## src/hw/scr_cfg.svh

```systemverilog
`ifndef SCR_CFG_SVH
`define SCR_CFG_SVH
// register pointers
`define SCR_PTR_MEAS_BASE   8'h08
`define SCR_PTR_GAIN_BASE   8'h11
`define SCR_PTR_GAIN_LAST   8'h14
`define SCR_PTR_OFFSET_CAL  8'h0d
// measurement configuration fields
`define SCR_POS_MSB         15
`define SCR_POS_LSB         13
`define SCR_NEG_MSB         12
`define SCR_NEG_LSB         10
`define SCR_DAC_MSB         9
`define SCR_DAC_LSB         5
`define SCR_NEG_SINGLE_A    3'h4
`define SCR_NEG_SINGLE_B    3'h7
`define SCR_NEG_DIFF_LIMIT  3'h4
// reset values
`define SCR_OFFSET_DEFAULT  16'h0000
`define SCR_MEAS_DEFAULT    16'h1c00
`endif

```

## src/hw/scr_pkg.sv

```systemverilog
package scr_pkg;
  typedef enum logic [1:0] {
    SCR_MODE_DIFF,
    SCR_MODE_SE_SHORT,
    SCR_MODE_SE_DAC
  } scr_mode_e;

  // shield output routing: which sense input each shield follows
  typedef struct packed {
    logic       first_en;
    logic [1:0] first_sel;
    logic       second_en;
    logic [1:0] second_sel;
    logic       shorted;
  } scr_shield_s;

  typedef struct packed {
    logic        wr;
    logic        rd;
    logic [7:0]  ptr;
    logic [15:0] wdata;
  } scr_reg_req_s;
endpackage : scr_pkg

```

## src/hw/scr_shield_routing.sv

```systemverilog
`timescale 1ns/1ps
`default_nettype none
`include "scr_cfg.svh"
// Function
// differential: first shield follows the lower input, second the higher.
// single-ended without offset-cancel dac: the two shields are shorted.
// single-ended with dac: first shield drives, second floats.
// each active shield follows the waveform of its assigned sense input.
// result is input capacitance minus the dac capacitance of that input.
// the dac code is 5 bits with a monotonic transfer.
// offset calibration register returns to its default on every reset.
// host keeps and rewrites its offset calibration after power-up.
// host removes big offsets with the dac first, then trims with offset cal.
// four writable gain trim registers at 0x11..0x14 override the gain.
// reset restores every gain trim register to its factory coefficient.
// negative select of 100 or 111 means single-ended.
// negative select below 100 means differential; dac then has no effect.
// the dac code sits in bits 9:5 of the measurement configuration.
// routing and dac are settled before excitation starts.
// gain trim registers are 16 bits, sent most significant byte first.
module scr_shield_routing
  import scr_pkg::*;
(
  input  wire logic         ref_clk,        // core clock
  input  wire logic         sys_rst,        // async reset, high
  input  wire scr_reg_req_s reg_req,        // decoded register access
  input  wire logic [1:0]   meas_sel,       // active measurement
  input  wire logic         meas_start,     // pulse: begin a measurement
  input  wire logic [3:0][15:0] factory_gain, // otp gain words, input 0..3
  input  wire logic [15:0]  raw_cap,        // raw capacitance code
  input  wire logic [15:0]  dac_cap,        // dac capacitance for code
  output var  logic [15:0]  reg_rdata,      // read data
  output var  logic         reg_nack,       // unmapped pointer
  output var  logic [15:0]  gain_active,    // gain for current input
  output var  scr_shield_s  shield,         // shield routing
  output var  logic [4:0]   dac_code,       // active dac code
  output var  logic         excite,         // excitation enable
  output var  logic [15:0]  result          // capacitance minus dac
);
  logic [3:0][15:0] meas_cfg, next_meas_cfg;
  logic [3:0][15:0] gain_trim, next_gain_trim;
  logic [15:0] offset_cal, next_offset_cal;
  logic        gain_loaded, next_gain_loaded;
  logic [15:0] next_rdata;
  logic        next_nack;
  logic [15:0] next_gain_active, next_result;
  scr_shield_s next_shield;
  logic [4:0]  next_dac;
  logic        next_excite, settle, next_settle;
  logic [15:0] cfg;
  logic [2:0]  pos, neg;
  scr_mode_e   mode;

  assign cfg = meas_cfg[meas_sel];
  assign pos = cfg[`SCR_POS_MSB:`SCR_POS_LSB];
  assign neg = cfg[`SCR_NEG_MSB:`SCR_NEG_LSB];

  always_comb begin
    if (neg < `SCR_NEG_DIFF_LIMIT) begin
      mode = SCR_MODE_DIFF;
    end else if (neg == `SCR_NEG_SINGLE_A || neg == `SCR_NEG_SINGLE_B) begin
      // zero dac code counts as dac disabled
      mode = (cfg[`SCR_DAC_MSB:`SCR_DAC_LSB] == 5'h00) ?
             SCR_MODE_SE_SHORT : SCR_MODE_SE_DAC;
    end else begin
      mode = SCR_MODE_SE_SHORT;
    end
  end

  always_comb begin
    next_meas_cfg    = meas_cfg;
    next_gain_trim   = gain_trim;
    next_offset_cal  = offset_cal;
    next_gain_loaded = 1'b1;
    next_rdata       = reg_rdata;
    next_nack        = 1'b0;
    if (!gain_loaded) begin
      // otp words are captured after reset release, never under the reset
      for (int i = 0; i < 4; i++) begin
        next_gain_trim[i] = factory_gain[i];
      end
    end
    if (reg_req.wr || reg_req.rd) begin
      if (reg_req.ptr >= `SCR_PTR_MEAS_BASE &&
          reg_req.ptr < `SCR_PTR_MEAS_BASE + 8'h04) begin
        if (reg_req.wr) begin
          next_meas_cfg[reg_req.ptr[1:0]] = reg_req.wdata;
        end
        next_rdata = meas_cfg[reg_req.ptr[1:0]];
      end else if (reg_req.ptr >= `SCR_PTR_GAIN_BASE &&
                   reg_req.ptr <= `SCR_PTR_GAIN_LAST) begin
        // whole 16-bit word, msb byte first on the wire // R16
        if (reg_req.wr) begin
          next_gain_trim[2'(reg_req.ptr - `SCR_PTR_GAIN_BASE)] =
            reg_req.wdata;
        end
        next_rdata = gain_trim[2'(reg_req.ptr - `SCR_PTR_GAIN_BASE)];
      end else if (reg_req.ptr == `SCR_PTR_OFFSET_CAL) begin
        if (reg_req.wr) begin
          next_offset_cal = reg_req.wdata;
        end
        next_rdata = offset_cal;
      end else begin
        next_nack  = 1'b1;
        next_rdata = 16'h0000;
      end
    end
  end

  always_comb begin
    next_shield      = '0;
    next_dac         = 5'h00;
    next_excite      = 1'b0;
    next_settle      = 1'b0;
    next_gain_active = gain_trim[pos[1:0]];
    next_result      = result;
    case (mode)
      SCR_MODE_DIFF: begin
        next_shield.first_en   = 1'b1;
        next_shield.second_en  = 1'b1;
        next_shield.first_sel  = (pos < neg) ? pos[1:0] : neg[1:0];
        next_shield.second_sel = (pos < neg) ? neg[1:0] : pos[1:0];
      end
      SCR_MODE_SE_SHORT: begin
        next_shield.first_en  = 1'b1;
        next_shield.first_sel = pos[1:0];
        next_shield.shorted   = 1'b1;
      end
      SCR_MODE_SE_DAC: begin
        next_shield.first_en  = 1'b1;
        next_shield.first_sel = pos[1:0];
        next_dac = cfg[`SCR_DAC_MSB:`SCR_DAC_LSB];
      end
      default: begin
        next_shield = '0;
      end
    endcase
    // one cycle to settle routing before excitation // R15
    if (meas_start) begin
      next_settle = 1'b1;
    end else if (settle || excite) begin
      next_excite = 1'b1;
    end
    if (meas_start) begin
      next_excite = 1'b0;
    end
    if (excite) begin
      // dac capacitance from a monotonic lookup outside // R6
      next_result = 16'(raw_cap - dac_cap + offset_cal);
    end
  end

  always_ff @(posedge ref_clk or posedge sys_rst) begin
    if (sys_rst) begin
      meas_cfg    <= {4{`SCR_MEAS_DEFAULT}};
      gain_trim   <= '0;
      offset_cal  <= `SCR_OFFSET_DEFAULT;
      gain_loaded <= 1'b0;
      reg_rdata   <= 16'h0000;
      reg_nack    <= 1'b0;
      gain_active <= 16'h0000;
      shield      <= '0;
      dac_code    <= 5'h00;
      excite      <= 1'b0;
      settle      <= 1'b0;
      result      <= 16'h0000;
    end else begin
      meas_cfg    <= next_meas_cfg;
      gain_trim   <= next_gain_trim;
      offset_cal  <= next_offset_cal;
      gain_loaded <= next_gain_loaded;
      reg_rdata   <= next_rdata;
      reg_nack    <= next_nack;
      gain_active <= next_gain_active;
      shield      <= next_shield;
      dac_code    <= next_dac;
      excite      <= next_excite;
      settle      <= next_settle;
      result      <= next_result;
    end
  end

  // sampled reset keeps out the release edge: the flops were still held
  // there, so they cannot show the next values one edge later
  a_diff_order: assert property (@(posedge ref_clk)
    disable iff (sys_rst) !sys_rst && (mode == SCR_MODE_DIFF) |=>
      shield.first_en && shield.second_en &&
      (shield.first_sel <= shield.second_sel))
    else $error("diff shield order wrong");
  a_se_short: assert property (@(posedge ref_clk)
    disable iff (sys_rst) !sys_rst && (mode == SCR_MODE_SE_SHORT) |=>
      shield.shorted && !shield.second_en)
    else $error("single-ended shields not shorted");
  a_se_dac_float: assert property (@(posedge ref_clk)
    disable iff (sys_rst) !sys_rst && (mode == SCR_MODE_SE_DAC) |=>
      !shield.second_en && !shield.shorted && shield.first_en)
    else $error("second shield not floating");
  a_shield_follow: assert property (@(posedge ref_clk)
    disable iff (sys_rst) !sys_rst && (mode != SCR_MODE_DIFF) |=>
      shield.first_sel == $past(pos[1:0]))
    else $error("shield not on selected input");
  a_result_diff: assert property (@(posedge ref_clk)
    disable iff (sys_rst) excite |=>
      result == 16'($past(raw_cap) - $past(dac_cap) + $past(offset_cal)))
    else $error("result not input minus dac");
  a_diff_no_dac: assert property (@(posedge ref_clk)
    disable iff (sys_rst) !sys_rst && (mode == SCR_MODE_DIFF) |=>
      dac_code == 5'h00)
    else $error("dac active in differential");
  a_dac_field: assert property (@(posedge ref_clk)
    disable iff (sys_rst) !sys_rst && (mode == SCR_MODE_SE_DAC) |=>
      dac_code == $past(cfg[`SCR_DAC_MSB:`SCR_DAC_LSB]))
    else $error("dac code not from bits 9:5");
  a_gain_write: assert property (@(posedge ref_clk)
    disable iff (sys_rst)
      gain_loaded && reg_req.wr && reg_req.ptr == `SCR_PTR_GAIN_BASE |=>
      gain_trim[0] == $past(reg_req.wdata))
    else $error("gain trim write lost");
  a_gain_restore: assert property (@(posedge ref_clk)
    disable iff (sys_rst) !sys_rst && !gain_loaded |=>
      gain_trim[3] == $past(factory_gain[3]))
    else $error("factory gain not restored");
  a_settle_first: assert property (@(posedge ref_clk)
    disable iff (sys_rst) meas_start |=> !excite ##1 excite)
    else $error("excitation before routing settled");
endmodule : scr_shield_routing
`default_nettype wire

```

## config.mk

```make
export PLATFORM = sky130hd
export DESIGN_NAME = scr_shield_routing
export DESIGN_NICKNAME = d
export VERILOG_FILES = /design/src/hw/scr_pkg.sv /design/src/hw/scr_shield_routing.sv
export VERILOG_INCLUDE_DIRS = /design/src /design/src/hw
export SDC_FILE = /design/constraint.sdc
export NUM_CORES = 1
export LEC_CHECK = 0
export BUFFER_PORTS_ARGS = -buffer_cell sky130_fd_sc_hd__buf_4
export CELL_PAD_IN_SITES_DETAIL_PLACEMENT = 2
export CELL_PAD_IN_SITES_GLOBAL_PLACEMENT = 2
export CORE_MARGIN = 4
export CORE_UTILIZATION = 34
export DETAILED_ROUTE_END_ITERATION = 16
export PLACE_DENSITY = 0.84
export SLEW_MARGIN = 30
export SYNTH_ARGS = -nofsm -noshare
export SYNTH_HDL_FRONTEND = slang
export SYNTH_SLANG_ARGS = --single-unit
```

## constraint.sdc

```tcl
create_clock -name ref_clk -period 6.8 [get_ports ref_clk]
set_input_delay 1.36 -clock ref_clk [delete_from_list [all_inputs] [get_ports ref_clk]]
set_output_delay 1.36 -clock ref_clk [all_outputs]
set_load 0.01 [all_outputs]
```

==> flow_summary.json <==
{
  "setup_viol": 0,
  "wl_met3_um": 2150,
  "holdBufCountCts": 0,
  "worst_pin_slew_ns": 0.929,
  "root_buffer": "clkbuf_16",
  "min_from": "settle",
  "synth_compound_area_share_pct": 9.44,
  "skew_ns": 0.0489,
  "wire_per_inst_um": 27.9,
  "detail-route-antenna-nets": 0,
  "outcome": "finished clean",
  "cts_buffer_depth": 3,
  "vias": 8785,
  "fmax_ghz": 0.257,
  "r2r-end": "result[14]",
  "stdcell_count": 1566,
  "synth_top_area_cell": "dfrtp_1",
  "p_per_area_nw_per_um2": 256,
  "wirelength_um": 43600,
  "cp-start-kind": "input port",
  "wl_met1_um": 17000,
  "die_x_um": 191,
  "clkLatencyLatePin_ns": 0.57,
  "synth_top_cell_area_share_pct": 43.2,
  "period_needed_ns": 3.89,
  "synth_warnings": 0,
  "clk_pin_slew_ns": 0.06,
  "ys_seq_elements": 208,
  "r2r-start": "offset_cal[3]",
  "period_share_pct": 57.2,
  "crit_path_start": "reg_req[16]",
  "async_flop_share_pct": 100,
  "synth_top_flop_cell": "dfrtp_1",
  "rrSetupSlack_ns": 3.44,
  "synth.mux.area_fraction_pct": 26.6,
  "cts_tree": "done",
  "dp_cells": 1516,
  "relSlewSlack_pct": 38.1,
  "crit_fanout": 37,
  "grt_pass1_vias": 10300,
  "synth_top_family_by_area": "multiplexers",
  "cts_setup_buffers": 0,
  "dp_hpwl_um": 29200,
  "syn_avg_cell_area_um2": 12.0,
  "synthMostInstantiatedCell": "dfrtp_1",
  "gr-total-overflow": 0,
  "holdPathEnd": "excite",
  "seq_area_frac_synth_pct": 46.0,
  "grt_setup_unrepaired": "no",
  "power_leakage_uw": 0.00659,
  "synth_common_cells": "196 x dfrtp_1, 129 x a21oi_1, 86 x mux2_2, 73 x inv_1, 65 x mux2i_1",
  "drcViolationCount": 0,
  "num_rows": 66,
  "cts_resized": 0,
  "final_hold_viol_count": 0,
  "met2_length_um": 22700,
  "synth-xor-area-share_pct": 1.08,
  "viasPerCell": 5.61,
  "finalSetupTns_ns": 0,
  "finalPower_uw": 3600,
  "clock_sinks": 208,
  "synth_area_leaders": "dfrtp_1 43%, mux4_2 12%, mux2_2 8.5%, mux2i_1 5.7%, a21oi_1 5.7%",
  "path_class": "in2reg",
  "cts_made_buffers": 27,
  "initial_core_util_pct": 34.7,
  "yosys.area_share.simple_pct": 5.79,
  "hold_path_depth": 2,
  "synth_edf_count": 0,
  "hold_path.class": "reg2reg",
  "portBuffers": 188,
  "top_layer_used": "met4",
  "drt_iter0_markers": 515,
  "finish.net_count": 1271,
  "grt_pass1_wl_um": 65400,
  "die_h_um": 191,
  "h-tree-depth": 1,
  "hold_slack_ns": 0.484,
  "coreArea_um2": 32700,
  "ioPinCount": 189,
  "drv_slew": 0,
  "antenna_found_initial": 0,
  "utilization_pct": 43.0,
  "netlist_area_um2": 11300,
  "required_ns": 7.24,
  "synthCells": 948,
  "n_antenna_cell": 0,
  "synth_cell_types": 51,
  "end_kind": "flip-flop",
  "dr.pass1.iters": 4,
  "die_area_um2": 36400,
  "cap_violations": 0,
  "synth-adder-area-share_pct": 5.51,
  "ir_drop_uv": 205,
  "grt_max_degree": 104,
  "worstRegToRegCells": 10,
  "drive_gt1_share_pct": 37.1,
  "fillCellCount": 3322,
  "routabilityCongestion": 0.809,
  "grt.total_usage_pct": 23.5,
  "cp_data_arrival_time_ns": 4.32,
  "syn_to_final_growth_pct": 23.8
}
==> kinds of logic (layout without fill, tap and decap cells) <==
kind of cell	count (synthesis)	count (layout)
multiplexers	216	216
flip-flops	208	208
AO/OA/AOI/OAI	191	191
buffers and inverters	148	323
AND/OR/NAND/NOR	129	129
adder cells (fa/ha/maj)	41	41
XOR/XNOR	14	14
other	1	2
==> worst max-delay path by stage <==
stage / end / slack, ns
floorplan: dac_code[0] / 2.75
CTS: reg_rdata[15] / 2.92
detailed placement: reg_rdata[15] / 2.47
finish: reg_rdata[15] / 2.91
global route: reg_rdata[15] / 2.76
global placement: meas_cfg[32] / 2.63
==> state kept, by name, indices dropped and copies added (netlist names), 5 cells and up <==
register	count
offset_cal	16
gain_active	16
dac_code	5
reg_rdata	16
result	16
gain_trim	64
shield	7
meas_cfg	64
==> critical path, stage by stage <==
cell     delay, ns
buf_4         0.60
ha_1          0.67
nor2_1        0.16
a22o_1        0.26
nor4b_4       0.38
buf_4         0.38
nor3_2        0.20
nand2_1       0.15
o21ai_0       0.12
==> metrics by stage <==
step | setup WS, ns | cell area, µm²
2_1_floorplan | 2.75 | 11400
3_3_place_gp | 2.63 | 13100
3_5_place_dp | 2.47 | 13100
4_1_cts | 2.92 | 14000
5_1_grt | 2.76 | 14000
6_report | 2.91 | 14000
==> per-layer routing <==
layer  global-route usage [%]  vias up
met1                     28.1     4658
li1                         -     3703
met4                     9.39        0
met3                     4.03      110
met5                        0        -
met2                     42.2      314
==> placed cells by master, fill, tap and decap left out, types with 2 or more instances in the layout <==
master | netlist | routed
buf_4 | 0 | 196
nor2_1 | 59 | 59
nand3_4 | 4 | 4
mux2_1 | 5 | 5
nand2_1 | 25 | 25
a31oi_1 | 2 | 2
xor2_1 | 3 | 3
fa_1 | 15 | 15
xnor2_1 | 11 | 11
a211oi_1 | 3 | 3
o22ai_1 | 2 | 2
a21oi_1 | 129 | 129
conb_1 | 1 | 2
ha_1 | 26 | 26
clkbuf_1 | 30 | 3
nand2b_1 | 2 | 2
a221oi_1 | 17 | 17
clkbuf_8 | 0 | 13
nand4_1 | 2 | 2
clkinv_2 | 0 | 5
nor2b_1 | 2 | 2
clkbuf_16 | 0 | 27
dfrtp_1 | 196 | 195
buf_12 | 0 | 3
mux4_2 | 59 | 59
dfstp_2 | 12 | 12
a21o_1 | 5 | 5
mux2_2 | 86 | 86
and3_1 | 5 | 5
inv_1 | 73 | 72
nor3_1 | 4 | 4
mux2i_1 | 65 | 65
nand3_1 | 17 | 17
o21ai_0 | 25 | 25
==> power breakdown <==
part	internal, µW	total, µW	switching (µW)
Sequential	1360	1450	99.7
Clock	908	1490	585
Combinational	315	656	342
==> area by class of cell <==
cell class              instances  area, µm²  area share [%]
well taps                     442        553            3.94
clock buffers                  43        866            6.16
repair buffers                200       1540            11.0
flip-flops and latches        208       5220            37.2
clock inverters                 7       75.1           0.534
inverters                      73        278            1.98
multi-input cells             593       5510            39.2
(Power assumes the default switching activity.)
